[config.mk]
export PLATFORM = sky130hd
export DESIGN_NAME = psl_top
export DESIGN_NICKNAME = d
export VERILOG_FILES = /design/src/rtl/psl_pkg.sv /design/src/rtl/psl_debounce.sv /design/src/rtl/psl_pwm.sv /design/src/rtl/psl_top.sv
export SDC_FILE = /design/constraint.sdc
export NUM_CORES = 1
export LEC_CHECK = 0
export ABC_AREA = 1
export BUFFER_PORTS_ARGS = -buffer_cell sky130_fd_sc_hd__clkbuf_2
export CORE_MARGIN = 2
export CORE_UTILIZATION = 40
export CTS_BUF_LIST = sky130_fd_sc_hd__clkbuf_8 sky130_fd_sc_hd__clkbuf_16
export CTS_CLUSTER_SIZE = 28
export DETAILED_ROUTE_END_ITERATION = 10
export HOLD_SLACK_MARGIN = 0.15
export PLACE_DENSITY_LB_ADDON = 0.08
export SLEW_MARGIN = 20
export SYNTH_ARGS = -nofsm -noshare
export SYNTH_HDL_FRONTEND = slang
export SYNTH_SLANG_ARGS = --single-unit
[constraint.sdc]
create_clock -name clock_i -period 13 [get_ports clock_i]
set_input_delay 0.65 -clock clock_i [delete_from_list [all_inputs] [get_ports clock_i]]
set_output_delay 0.65 -clock clock_i [all_outputs]
set_load 0.01 [all_outputs]
[src/rtl/psl_pkg.sv]
// Constants and types shared by the power switch and LED sequencer.
// Assumes a 10 MHz system clock; all long times run off a 1 ms tick.
package psl_pkg;
  // Clock period and the millisecond tick derived from it
  localparam int CLK_NS = 100;
  localparam int TICK_NS = 1000000;
  localparam int TICK_CYCLES = (TICK_NS + CLK_NS - 1) / CLK_NS;

  // Millisecond counter type and the times that it is compared with
  typedef logic [13:0] psl_ms_t;
  localparam psl_ms_t DEBOUNCE_MS = 14'h0014; // 20 ms
  localparam psl_ms_t HOLD_MS = 14'h07d0; // 2000 ms hold to power off
  localparam psl_ms_t SLOW_MS = 14'h1f40; // 8000 ms charge cycle
  localparam psl_ms_t SLOW_HALF_MS = 14'h0fa0; // 4000 ms
  localparam psl_ms_t SYNC_MS = 14'h07d0; // 2000 ms amber limit
  localparam psl_ms_t AMBER_MS = 14'h007d; // 125 ms, two flashes
  localparam psl_ms_t AMBER_ON_MS = 14'h001f; // 31 ms lit
  localparam psl_ms_t AMBER_HALF_MS = 14'h003e; // 62 ms
  localparam psl_ms_t HB_MS = 14'h2710; // 10000 ms heartbeat
  localparam psl_ms_t HB_ON_MS = 14'h0064; // 100 ms blink
  localparam psl_ms_t UP_MS = 14'h03fc; // 1020 ms fade
  localparam psl_ms_t DOWN_MS = 14'h0300; // three 256 ms flashes
  localparam psl_ms_t FAULT_MS = 14'h0100; // two 128 ms flashes
  localparam psl_ms_t SLEEP_MS = 14'h0100; // red then green
  localparam psl_ms_t WAKE_MS = 14'h0080; // one green flash

  // Brightness levels
  localparam logic [7:0] LVL_BRIGHT = 8'hff;
  localparam logic [7:0] LVL_DIM = 8'h14;
  localparam logic [7:0] LVL_AMBER_G = 8'h50;

  // Power control states
  typedef enum {PWR_OFF, PWR_ARM, PWR_ON, PWR_PRESS, PWR_DRAIN} psl_pwr_t;
  // Power LED event patterns
  typedef enum {PAT_NONE, PAT_FAULT, PAT_DOWN, PAT_UP, PAT_SLEEP,
                PAT_WAKE} psl_pat_t;
endpackage

[src/rtl/psl_debounce.sv]
// Button debouncer: the output follows the raw level once it has held
// for a number of millisecond ticks. Input is synchronous to clock_i.
`timescale 1ns/10ps
module psl_debounce #(
  parameter int CNT_W = 14
) (
  input wire logic clock_i,
  input wire logic nrst_i,
  input wire logic ce_i,
  input wire logic tick_i,
  input wire logic raw_i,
  output logic stable_o
);
  logic [CNT_W-1:0] cnt_reg; // Ticks the raw level has differed
  logic [CNT_W-1:0] cnt_next;
  logic stable_next;

  if (CNT_W < 5) begin : g_chk
    $error("psl_debounce: CNT_W too small");
  end

  // Count disagreeing ticks, flip once the count is reached
  always_comb begin
    cnt_next = cnt_reg;
    stable_next = stable_o;
    if (raw_i == stable_o) begin
      cnt_next = '0;
    end else if (tick_i) begin
      if (cnt_reg == CNT_W'(psl_pkg::DEBOUNCE_MS)) begin
        stable_next = raw_i;
        cnt_next = '0;
      end else begin
        cnt_next = cnt_reg + 1'b1;
      end
    end
  end

  // Register the debounce state
  always_ff @(posedge clock_i or negedge nrst_i) begin
    if (!nrst_i) begin
      cnt_reg <= '0;
      stable_o <= 1'b0;
    end else if (ce_i) begin
      cnt_reg <= cnt_next;
      stable_o <= stable_next;
    end
  end
endmodule

[src/rtl/psl_pwm.sv]
// Bank of pulse-width modulators, one per LED element, sharing one
// free-running counter. Outputs are registered.
`timescale 1ns/10ps
module psl_pwm #(
  parameter int N = 28,
  parameter int W = 8
) (
  input wire logic clock_i,
  input wire logic nrst_i,
  input wire logic ce_i,
  input wire logic [N*W-1:0] level_i,
  output logic [N-1:0] pwm_o
);
  logic [W-1:0] cnt_reg; // Shared ramp
  logic [W-1:0] cnt_next;
  logic [N-1:0] pwm_next;

  if (N < 1 || W < 2) begin : g_chk
    $error("psl_pwm: bad N or W");
  end

  // Duty is level/2^W, so light and current scale linearly (see RULE19)
  for (genvar i = 0; i < N; i++) begin : g_ch
    assign pwm_next[i] = level_i[i*W +: W] > cnt_reg;
  end
  assign cnt_next = cnt_reg + 1'b1;

  // Register ramp and outputs
  always_ff @(posedge clock_i or negedge nrst_i) begin
    if (!nrst_i) begin
      cnt_reg <= '0;
      pwm_o <= '0;
    end else if (ce_i) begin
      cnt_reg <= cnt_next;
      pwm_o <= pwm_next;
    end
  end
endmodule

[src/rtl/psl_top.sv]
// Power switch and status LED sequencer for a battery powered node.
// Assumes synchronous status inputs, one-cycle event pulses, 10 MHz.
// Function
// (RULE1) Press while off powers on and boots
// (RULE2) Short press while on reboots
// (RULE3) Held press while on powers off
// (RULE4) Debounce; hold threshold splits short from held
// (RULE5) Power-up green fade; power-down three red flashes
// (RULE6) Charging awake: dim-bright green, eight seconds
// (RULE7) Charging asleep: off-dim green, eight seconds
// (RULE8) External power dim green; battery low dim red; code shows the dim green only while the processor is awake
// (RULE9) Power fault gives two short red flashes
// (RULE10) Fault input latched, pattern always completes
// (RULE11) Sleep entry: short red, short green
// (RULE12) Interrupt, alarm or tap: one green flash
// (RULE13) USB sync flashes amber sixteen per second
// (RULE14) Amber stops at two seconds or sync
// (RULE15) Basestation: green toggles per sent packet
// (RULE16) Basestation: red toggles per received packet
// (RULE17) Idle basestation: green blinks twice per ten seconds
// (RULE18) Eight RGB user LEDs, two user switches
// (RULE19) Eight-bit linear brightness per element
`timescale 1ns/10ps
module psl_top #(
  parameter int TICK_CYCLES = psl_pkg::TICK_CYCLES,
  parameter int USER_LEDS = 8,
  parameter int USER_SW = 2
) (
  input wire logic clock_i,
  input wire logic nrst_i,
  input wire logic ce_i,
  input wire logic button_i, // Control button, high when pressed
  input wire logic fault_i, // Supply monitor fault level
  input wire logic charging_i, // Battery is charging
  input wire logic ext_power_i, // External power present
  input wire logic cpu_asleep_i, // Processor asleep
  input wire logic batt_low_i, // Battery low
  input wire logic sleep_entry_i, // Pulse: processor enters sleep
  input wire logic wake_event_i, // Pulse: interrupt or alarm
  input wire logic usb_sync_start_i, // Pulse: USB sync attempt
  input wire logic usb_sync_done_i, // Pulse: sync complete
  input wire logic base_mode_i, // Basestation operation
  input wire logic pkt_tx_i, // Pulse: packet sent to host
  input wire logic pkt_rx_i, // Pulse: radio packet forwarded
  input wire logic [USER_LEDS*24-1:0] user_level_i, // R,G,B per LED
  input wire logic [USER_SW-1:0] user_sw_i,
  output logic power_on_o, // Unit supply enable
  output logic reboot_o, // One-cycle reboot request
  output logic pwr_led_r_o,
  output logic pwr_led_g_o,
  output logic act_led_r_o,
  output logic act_led_g_o,
  output logic [USER_LEDS*3-1:0] user_led_o, // Index 3*i+{0,1,2}=R,G,B
  output logic [USER_SW-1:0] user_sw_o
);
  localparam int TW = $clog2(TICK_CYCLES);
  localparam int NCH = 4 + USER_LEDS * 3;

  if (TICK_CYCLES < 2 || USER_LEDS < 1 || USER_SW < 1) begin : g_chk
    $error("psl_top: bad parameter");
  end

  // Millisecond tick
  logic [TW-1:0] tick_cnt_reg;
  logic [TW-1:0] tick_cnt_next;
  logic tick_reg; // One-cycle pulse every millisecond
  logic tick_next;

  always_comb begin
    tick_next = 1'b0;
    tick_cnt_next = tick_cnt_reg + 1'b1;
    if (tick_cnt_reg == TW'(TICK_CYCLES - 1)) begin
      tick_cnt_next = '0;
      tick_next = 1'b1;
    end
  end

  always_ff @(posedge clock_i or negedge nrst_i) begin
    if (!nrst_i) begin
      tick_cnt_reg <= '0;
      tick_reg <= 1'b0;
    end else if (ce_i) begin
      tick_cnt_reg <= tick_cnt_next;
      tick_reg <= tick_next;
    end
  end

  // Debounced button level (see RULE4)
  logic btn;
  psl_debounce #(.CNT_W(14)) u_deb (
    .clock_i(clock_i),
    .nrst_i(nrst_i),
    .ce_i(ce_i),
    .tick_i(tick_reg),
    .raw_i(button_i),
    .stable_o(btn)
  );

  // Power control state
  psl_pkg::psl_pwr_t pwr_reg, pwr_next;
  logic btn_q_reg, power_on_next, reboot_next;
  psl_pkg::psl_ms_t held_ms_reg, held_ms_next; // Press duration
  logic up_ev, down_ev, tap_ev; // Pattern requests
  logic btn_rise, btn_fall;

  assign btn_rise = btn & ~btn_q_reg;
  assign btn_fall = ~btn & btn_q_reg;

  // Power state machine
  always_comb begin
    pwr_next = pwr_reg;
    power_on_next = power_on_o;
    reboot_next = 1'b0;
    held_ms_next = held_ms_reg;
    up_ev = 1'b0;
    down_ev = 1'b0;
    tap_ev = 1'b0;
    unique case (pwr_reg)
      psl_pkg::PWR_OFF: begin
        if (btn_rise) begin // Power on and boot (see RULE1)
          pwr_next = psl_pkg::PWR_ARM;
          power_on_next = 1'b1;
          up_ev = 1'b1;
        end
      end
      psl_pkg::PWR_ARM: begin
        // Boot press must be released before it counts again
        if (!btn) pwr_next = psl_pkg::PWR_ON;
      end
      psl_pkg::PWR_ON: begin
        if (btn_rise) begin
          pwr_next = psl_pkg::PWR_PRESS;
          held_ms_next = '0;
        end
      end
      psl_pkg::PWR_PRESS: begin
        if (held_ms_reg == psl_pkg::HOLD_MS) begin // see RULE3 RULE4
          pwr_next = psl_pkg::PWR_DRAIN;
          power_on_next = 1'b0;
          down_ev = 1'b1;
        end else if (btn_fall) begin // Short press acts at release
          pwr_next = psl_pkg::PWR_ON;
          reboot_next = 1'b1; // see RULE2
          tap_ev = 1'b1; // see RULE12
        end else if (tick_reg) begin
          held_ms_next = held_ms_reg + 1'b1;
        end
      end
      psl_pkg::PWR_DRAIN: begin
        // Off, waiting for the hold to end so it cannot re-boot
        if (!btn) pwr_next = psl_pkg::PWR_OFF;
      end
    endcase
  end

  always_ff @(posedge clock_i or negedge nrst_i) begin
    if (!nrst_i) begin
      pwr_reg <= psl_pkg::PWR_OFF;
      btn_q_reg <= 1'b0;
      power_on_o <= 1'b0;
      reboot_o <= 1'b0;
      held_ms_reg <= '0;
    end else if (ce_i) begin
      pwr_reg <= pwr_next;
      btn_q_reg <= btn;
      power_on_o <= power_on_next;
      reboot_o <= reboot_next;
      held_ms_reg <= held_ms_next;
    end
  end

  // Power LED patterns; pending bits: 0 fault, 1 down, 2 up, 3 sleep,
  // 4 wake. Lower index wins; an event never clears its own bit.
  psl_pkg::psl_pat_t pat_reg, pat_next;
  psl_pkg::psl_ms_t pat_ms_reg, pat_ms_next;
  logic [4:0] pend_reg, pend_next, pend_clr, pend_set;
  logic fault_q_reg;
  psl_pkg::psl_ms_t pat_len;

  // Length of the running pattern
  always_comb begin
    unique case (pat_reg)
      psl_pkg::PAT_FAULT: pat_len = psl_pkg::FAULT_MS;
      psl_pkg::PAT_DOWN: pat_len = psl_pkg::DOWN_MS;
      psl_pkg::PAT_UP: pat_len = psl_pkg::UP_MS;
      psl_pkg::PAT_SLEEP: pat_len = psl_pkg::SLEEP_MS;
      psl_pkg::PAT_WAKE: pat_len = psl_pkg::WAKE_MS;
      psl_pkg::PAT_NONE: pat_len = '0;
    endcase
  end

  // Latch events, start the highest pending pattern when idle
  always_comb begin
    pend_set = {tap_ev | wake_event_i, sleep_entry_i, up_ev, down_ev,
                fault_i & ~fault_q_reg}; // see RULE10
    pend_clr = '0;
    pat_next = pat_reg;
    pat_ms_next = pat_ms_reg;
    if (pat_reg != psl_pkg::PAT_NONE) begin
      if (pat_ms_reg >= pat_len) pat_next = psl_pkg::PAT_NONE;
      else if (tick_reg) pat_ms_next = pat_ms_reg + 1'b1;
    end else begin
      pat_ms_next = '0;
      if (pend_reg[0]) begin
        pat_next = psl_pkg::PAT_FAULT;
        pend_clr = 5'h01;
      end else if (pend_reg[1]) begin
        pat_next = psl_pkg::PAT_DOWN;
        pend_clr = 5'h02;
      end else if (pend_reg[2]) begin
        pat_next = psl_pkg::PAT_UP;
        pend_clr = 5'h04;
      end else if (pend_reg[3]) begin
        pat_next = psl_pkg::PAT_SLEEP;
        pend_clr = 5'h08;
      end else if (pend_reg[4]) begin
        pat_next = psl_pkg::PAT_WAKE;
        pend_clr = 5'h10;
      end
    end
    pend_next = (pend_reg & ~pend_clr) | pend_set;
  end

  always_ff @(posedge clock_i or negedge nrst_i) begin
    if (!nrst_i) begin
      pat_reg <= psl_pkg::PAT_NONE;
      pat_ms_reg <= '0;
      pend_reg <= '0;
      fault_q_reg <= 1'b0;
    end else if (ce_i) begin
      pat_reg <= pat_next;
      pat_ms_reg <= pat_ms_next;
      pend_reg <= pend_next;
      fault_q_reg <= fault_i;
    end
  end

  // Eight-second charge cycle counter
  psl_pkg::psl_ms_t slow_ms_reg, slow_ms_next;
  psl_pkg::psl_ms_t tri_ms; // Rises 0..4000 and falls back
  logic [15:0] ramp_prod;

  always_comb begin
    slow_ms_next = slow_ms_reg;
    if (tick_reg) begin
      if (slow_ms_reg == psl_pkg::SLOW_MS - 1'b1) slow_ms_next = '0;
      else slow_ms_next = slow_ms_reg + 1'b1;
    end
  end

  always_ff @(posedge clock_i or negedge nrst_i) begin
    if (!nrst_i) slow_ms_reg <= '0;
    else if (ce_i) slow_ms_reg <= slow_ms_next;
  end

  assign tri_ms = (slow_ms_reg < psl_pkg::SLOW_HALF_MS) ? slow_ms_reg :
                  psl_pkg::SLOW_MS - slow_ms_reg;

  // Power LED levels: event pattern first, then steady state
  logic [7:0] pwr_r_lvl, pwr_g_lvl;

  always_comb begin
    pwr_r_lvl = '0;
    pwr_g_lvl = '0;
    ramp_prod = '0;
    unique case (pat_reg)
      psl_pkg::PAT_FAULT: begin
        if (!pat_ms_reg[6]) pwr_r_lvl = psl_pkg::LVL_BRIGHT; // see RULE9
      end
      psl_pkg::PAT_DOWN: begin
        if (!pat_ms_reg[7]) pwr_r_lvl = psl_pkg::LVL_BRIGHT; // see RULE5
      end
      psl_pkg::PAT_UP: begin
        // Sharp on, then a linear fade (see RULE5)
        pwr_g_lvl = psl_pkg::LVL_BRIGHT - pat_ms_reg[9:2];
      end
      psl_pkg::PAT_SLEEP: begin
        if (!pat_ms_reg[7]) pwr_r_lvl = psl_pkg::LVL_BRIGHT; // see RULE11
        else pwr_g_lvl = psl_pkg::LVL_BRIGHT;
      end
      psl_pkg::PAT_WAKE: begin
        pwr_g_lvl = psl_pkg::LVL_BRIGHT; // see RULE12
      end
      psl_pkg::PAT_NONE: begin
        if (!power_on_o) begin
          pwr_g_lvl = '0;
        end else if (batt_low_i) begin
          pwr_r_lvl = psl_pkg::LVL_DIM; // see RULE8
        end else if (charging_i && !cpu_asleep_i) begin
          // Dim to bright and back (see RULE6)
          ramp_prod = tri_ms[11:4] *
                      (psl_pkg::LVL_BRIGHT - psl_pkg::LVL_DIM);
          pwr_g_lvl = psl_pkg::LVL_DIM + ramp_prod[15:8];
        end else if (charging_i) begin
          // Off to dim and back (see RULE7)
          ramp_prod = tri_ms[11:4] * psl_pkg::LVL_DIM;
          pwr_g_lvl = ramp_prod[15:8];
        end else if (ext_power_i && !cpu_asleep_i) begin
          pwr_g_lvl = psl_pkg::LVL_DIM; // see RULE8
        end
      end
    endcase
  end

  // Activity LED state
  logic sync_reg, sync_next;
  psl_pkg::psl_ms_t sync_ms_reg, sync_ms_next; // Time since sync start
  psl_pkg::psl_ms_t amb_ms_reg, amb_ms_next; // Position in 125 ms
  logic tog_g_reg, tog_g_next, tog_r_reg, tog_r_next;
  psl_pkg::psl_ms_t hb_ms_reg, hb_ms_next;
  logic seen_reg, seen_next, quiet_reg, quiet_next;

  always_comb begin
    sync_next = sync_reg;
    sync_ms_next = sync_ms_reg;
    amb_ms_next = amb_ms_reg;
    tog_g_next = tog_g_reg;
    tog_r_next = tog_r_reg;
    hb_ms_next = hb_ms_reg;
    seen_next = seen_reg | pkt_tx_i | pkt_rx_i;
    quiet_next = quiet_reg & ~(pkt_tx_i | pkt_rx_i);
    // Amber sync window (see RULE13 RULE14)
    if (usb_sync_done_i) begin
      sync_next = 1'b0;
    end else if (usb_sync_start_i) begin
      sync_next = 1'b1;
      sync_ms_next = '0;
      amb_ms_next = '0;
    end else if (sync_reg && tick_reg) begin
      if (sync_ms_reg == psl_pkg::SYNC_MS - 1'b1) sync_next = 1'b0;
      sync_ms_next = sync_ms_reg + 1'b1;
      if (amb_ms_reg == psl_pkg::AMBER_MS - 1'b1) amb_ms_next = '0;
      else amb_ms_next = amb_ms_reg + 1'b1;
    end
    // Basestation packet toggles
    if (base_mode_i) begin
      if (pkt_tx_i) tog_g_next = ~tog_g_reg; // see RULE15
      if (pkt_rx_i) tog_r_next = ~tog_r_reg; // see RULE16
    end
    // Heartbeat interval; quiet if no packet in the last one
    if (!base_mode_i) begin
      hb_ms_next = '0;
      seen_next = 1'b0;
      quiet_next = 1'b0;
    end else if (tick_reg) begin
      if (hb_ms_reg == psl_pkg::HB_MS - 1'b1) begin
        hb_ms_next = '0;
        quiet_next = ~seen_next; // see RULE17
        seen_next = pkt_tx_i | pkt_rx_i;
      end else begin
        hb_ms_next = hb_ms_reg + 1'b1;
      end
    end
  end

  always_ff @(posedge clock_i or negedge nrst_i) begin
    if (!nrst_i) begin
      sync_reg <= 1'b0;
      sync_ms_reg <= '0;
      amb_ms_reg <= '0;
      tog_g_reg <= 1'b0;
      tog_r_reg <= 1'b0;
      hb_ms_reg <= '0;
      seen_reg <= 1'b0;
      quiet_reg <= 1'b0;
    end else if (ce_i) begin
      sync_reg <= sync_next;
      sync_ms_reg <= sync_ms_next;
      amb_ms_reg <= amb_ms_next;
      tog_g_reg <= tog_g_next;
      tog_r_reg <= tog_r_next;
      hb_ms_reg <= hb_ms_next;
      seen_reg <= seen_next;
      quiet_reg <= quiet_next;
    end
  end

  // Activity LED levels: two 31 ms flashes per 125 ms while syncing
  logic amber_on, hb_blink;
  logic [7:0] act_r_lvl, act_g_lvl;

  assign amber_on = sync_reg && (amb_ms_reg < psl_pkg::AMBER_ON_MS ||
    (amb_ms_reg >= psl_pkg::AMBER_HALF_MS && amb_ms_reg <
     psl_pkg::AMBER_HALF_MS + psl_pkg::AMBER_ON_MS)); // see RULE13
  assign hb_blink = quiet_reg && (hb_ms_reg < psl_pkg::HB_ON_MS ||
    (hb_ms_reg >= 2 * psl_pkg::HB_ON_MS &&
     hb_ms_reg < 3 * psl_pkg::HB_ON_MS)); // see RULE17
  assign act_r_lvl = amber_on ? psl_pkg::LVL_BRIGHT :
    (!sync_reg && base_mode_i && tog_r_reg) ? psl_pkg::LVL_BRIGHT : '0;
  assign act_g_lvl = amber_on ? psl_pkg::LVL_AMBER_G :
    (!sync_reg && base_mode_i && (tog_g_reg ^ hb_blink)) ?
    psl_pkg::LVL_BRIGHT : '0;

  // All LED elements share one modulator bank (see RULE18 RULE19)
  logic [NCH-1:0] pwm;
  psl_pwm #(.N(NCH), .W(8)) u_pwm (
    .clock_i(clock_i),
    .nrst_i(nrst_i),
    .ce_i(ce_i),
    .level_i({user_level_i, act_g_lvl, act_r_lvl, pwr_g_lvl,
              pwr_r_lvl}),
    .pwm_o(pwm)
  );
  assign pwr_led_r_o = pwm[0];
  assign pwr_led_g_o = pwm[1];
  assign act_led_r_o = pwm[2];
  assign act_led_g_o = pwm[3];
  assign user_led_o = pwm[NCH-1:4];

  // User switches registered for software (see RULE18)
  always_ff @(posedge clock_i or negedge nrst_i) begin
    if (!nrst_i) user_sw_o <= '0;
    else if (ce_i) user_sw_o <= user_sw_i;
  end
endmodule

==> parameters.txt <==
Parameter                              Value

Status
  Run status ... finished clean

Timing
  Number of pins with negative max-slew slack in the final report ... 0
  Setup Viol. Count Final ... 0
  RSZ-0062 raised after global routing ... false
  Final-layout setup total negative slack ... 0 ns
  Headroom to the max-slew limit ... 36.4%
  Transition time of the tightest slew-check pin ... 0.955 ns
  Fraction of the cycle the final worst path needs ... 48.4%
  Final period demand of the worst path ... 6.30 ns
  Final count of hold timing violations ... 0
  Setup Skew ... 0.0165 ns
  Min setup slack post-route ... 6.70 ns
  Highest attainable clock frequency ... 0.159 GHz

Floorplanning
  Horizontal die dimension ... 205 um
  DIE HEIGHT ... 205 um
  Core area ... 39700 um^2
  Standard-cell rows ... 73
  Number of primary I/O pins ... 242
  Overall die area ... 41900 um^2
  Starting Density ... 40.6%

Logic synthesis
  Share of flip-flops with an asynchronous set or reset ... 100%
  Most frequent cell after synthesis ... sky130_fd_sc_hd__inv_1
  Synth Net Count ... 2617
  Gate count of the mapped netlist ... 2084
  Share of synthesized cell area in and, or, nand and nor gates ... 20.8%
  Adder-cell area share of the yosys netlist ... 25.8%
  Leading cell types by count after synthesis ... 362 x sky130_fd_sc_hd__inv_1, 321 x sky130_fd_sc_hd__nand2_1, 306 x sky130_fd_sc_hd__ha_1, 172 x sky130_fd_sc_hd__dfrtp_1, 163 x sky130_fd_sc_hd__o21ai_0
  Cell type with the largest total area after synthesis ... sky130_fd_sc_hd__dfrtp_1
  Multiplexer area fraction after synthesis ... 0%
  Synthesized flop and latch total ... 172
  EDFF count, synth ... 0
  Compound-Gate Fraction of Synth Area ... 15.1%
  Xor/xnor cell area share of the yosys netlist ... 2.44%
  Share of the synthesized area in the top cell type ... 26.7%
  Register area share after synthesis ... 26.7%
  Mean post-synth cell area ... 7.74 um^2
  Number of different library cells in the post-synthesis netlist ... 56
  Main combinational cell family by area after synthesis ... adder cells
  Total number of yosys warnings ... 0
  Syn Std Cell Area ... 16100 um^2
  Most common flop cell mapped by yosys ... sky130_fd_sc_hd__dfrtp_1
  Top cells by area, synth ... sky130_fd_sc_hd__dfrtp_1 27%, sky130_fd_sc_hd__ha_1 24%, sky130_fd_sc_hd__inv_1 8.4%

Critical path
  Data arrival time of the critical path ... 6.60 ns
  Critical path endpoint category ... register
  CP Class ... reg2reg
  Worst setup SP type ... register
  Critical path fanouts, max ... 7
  Required @ worst endpoint ... 13.31 ns

Place
  Weighted congestion at the end of routability-driven global placement ... 0.887
  Number of port buffers ... 241
  Post-DP HPWL ... 34500 um
  DP Area ... 18000 um^2
  Placement Setup Slack ... 6.69 ns

Clocking
  Depth of the CTS H-tree ... 4
  Cts-stage hold buffer count ... 0
  Clock transition time at the flip-flop clock pins of the worst setup and hold paths ... 0.08 ns
  TritonCTS clock tree ... yes
  Root Buffer ... sky130_fd_sc_hd__clkbuf_16
  Source-to-sink clock delay at the later pin of the worst-skew pair ... 0.45 ns
  Count of cells resized by post-cts repair ... 0
  Sinks on the clock net ... 172
  Number of buffers created by CTS ... 17
  Buffers from clock root to sink, at most ... 2
  Post-CTS Setup Repair Bufs ... 0

Detailed routing
  Drt pass-1 iters ... 5
  Post-route DRC ... 0
  Total wire length ... 44300 um
  DR vias ... 14700
  Violation count after the first detailed-route iteration ... 820
  Post-detailed-route count of antenna-violating nets ... 0
  Detail-routed via count per cell ... 5.10
  Routed WL per cell ... 15.4 um

Hold path
  Hold crit path type ... in2async

Layout
  Final net count ... 2869
  Largest register by flop count ... u_pwm.pwm_o
  Layout-stage area growth over the synthesis result ... 15.2%
  Largest register FFs ... 28
  Filler instances ... 4021
  Final instance area ... 18600 um^2
  Fraction of layout instances using a drive strength above 1 ... 14.7%

Pwr
  Peak ir drop on the vdd network ... 0.104 mV
  Pleak ... 9.79 nW
  PwrDens ... 135 nW/um^2
  Total power draw ... 2.52 mW

Global routing
  Initial antenna violation count ... 4
  Final global-route overflow total ... 0
  Global router's overall resource usage ... 21.9%
  Number of global-route vias before repair ... 14400
  Pin count of the biggest net entering global routing ... 105
  Wire length of the first global-routing pass ... 73300 um

Job
  Max Cap Violations ... 0
[routing by layer]
| metal | GRT usage (%) | vias to the layer above | share of wire (%) |
|---|---|---|---|
| met3 | 3.28 | 66 | 4.0 |
| met4 | 7.45 | 0 | 2.6 |
| met2 | 36.7 | 248 | 46 |
| met5 | 0 | - | 0 |
| li1 | - | 7586 | - |
| met1 | 28.6 | 6764 | 47 |
[worst max-delay path: stages (launching register included)]
cell                       delay, ns
sky130_fd_sc_hd__dfrtp_1        0.52
sky130_fd_sc_hd__nand2_1        0.16
sky130_fd_sc_hd__nor2_1         0.14
sky130_fd_sc_hd__nand3_2        0.09
sky130_fd_sc_hd__nand3_2        0.14
sky130_fd_sc_hd__nand3_1        0.13
sky130_fd_sc_hd__xor2_1         0.58
sky130_fd_sc_hd__inv_1          0.24
sky130_fd_sc_hd__fa_1           0.61
sky130_fd_sc_hd__fa_1           0.45
sky130_fd_sc_hd__fa_1           0.54
sky130_fd_sc_hd__inv_1          0.04
sky130_fd_sc_hd__ha_1           0.33
sky130_fd_sc_hd__nand2_1        0.11
sky130_fd_sc_hd__o21ai_0        0.32
sky130_fd_sc_hd__inv_1          0.10
sky130_fd_sc_hd__nand3_1        0.11
sky130_fd_sc_hd__nand2_2        0.08
sky130_fd_sc_hd__ha_1           0.28
sky130_fd_sc_hd__nand2_1        0.06
sky130_fd_sc_hd__a31oi_1        0.19
sky130_fd_sc_hd__ha_1           0.27
sky130_fd_sc_hd__nand2_1        0.07
sky130_fd_sc_hd__inv_1          0.05
sky130_fd_sc_hd__a221oi_1       0.27
sky130_fd_sc_hd__o211ai_1       0.11
sky130_fd_sc_hd__o21ai_0        0.07
sky130_fd_sc_hd__o21ai_0        0.08
[through the flow]
step | util [%] | std cells | hold WS (ns)
after floorplan | - | 2084 | 0.354
after global placement | 45.3 | 2842 | 0.454
after detailed placement | 45.3 | 2842 | 0.453
after CTS | 46.7 | 2874 | 0.347
after global routing | 46.8 | 2877 | 0.364
final | 46.8 | 2878 | 0.259
[worst paths after layout]
kind	from	end	slack (ns)	cells after the start
worst max register to register	slow_ms_reg[8]$_DFFE_PN0P_	u_pwm.pwm_o[1]$_DFFE_PN0P_	6.70	27
worst max-delay path	slow_ms_reg[8]$_DFFE_PN0P_	u_pwm.pwm_o[1]$_DFFE_PN0P_	6.70	27
min in group clock_i	user_sw_i[1]	user_sw_o[1]$_DFFE_PN0P_	0.41	3
worst min-delay path	nrst_i	u_pwm.pwm_o[22]$_DFFE_PN0P_	0.26	1
worst min register to register	pat_ms_reg[13]$_DFFE_PN0P_	pat_ms_reg[13]$_DFFE_PN0P_	0.47	2
max in group asynchronous	nrst_i	held_ms_reg[11]$_DFFE_PN0P_	11.24	2
[layout by cell type, fill, tap and decap left out, drive strengths merged, types with 2 or more instances in the layout]
master,synthesis,routed
a21o,3,3
a31oi,6,6
xnor2,9,9
a211oi,6,6
nand3b,2,2
o21a,2,2
dfrtp,172,172
o31ai,2,2
a221oi,22,22
nand3,118,118
clkinvlp,0,3
nor4,22,22
o41ai,2,2
o311ai,5,5
o221ai,5,5
nand4,22,22
diode,0,4
xor2,35,35
clkbuf,15,259
ha,306,306
o21bai,19,19
o21ai,167,167
a22oi,4,4
buf,4,11
and3,3,3
a2111oi,2,2
inv,368,373
nand2,343,343
o22ai,11,11
fa,17,17
nor3b,6,6
a21oi,144,144
nor3,68,68
o211ai,19,19
nor2,147,147
or2,3,3
clkinv,1,6
[logic make-up (layout without fill, tap and decap cells)]
kind of cell / after synthesis / count (layout)
buf+inv: 388 / 653
simple gates: 734 / 734
compound gates: 423 / 423
other cells: 0 / 4
fa+ha+maj: 323 / 323
xor+xnor: 44 / 44
flops: 172 / 172
[power by group]
part	internal, mW	total, mW	switching (mW)	leakage [nW]
combinational	0.498	1.31	0.815	7.29
sequential	0.622	0.688	0.0665	2.22
clock	0.273	0.515	0.242	0.276
total	1.39	2.52	1.12	9.79
[layout make-up]
class / instances / area (um^2) / area share (%)
Antenna cell: 4 / 10.0 / 0.0539
Clock inverter: 14 / 135 / 0.727
Inverter: 369 / 1390 / 7.47
Multi-Input combinational cell: 1524 / 10400 / 55.7
Timing Repair Buffer: 252 / 1300 / 6.98
Clock buffer: 18 / 439 / 2.36
Tap cell: 525 / 657 / 3.53
Sequential cell: 172 / 4300 / 23.2
Power figures use the tool's default switching activity.
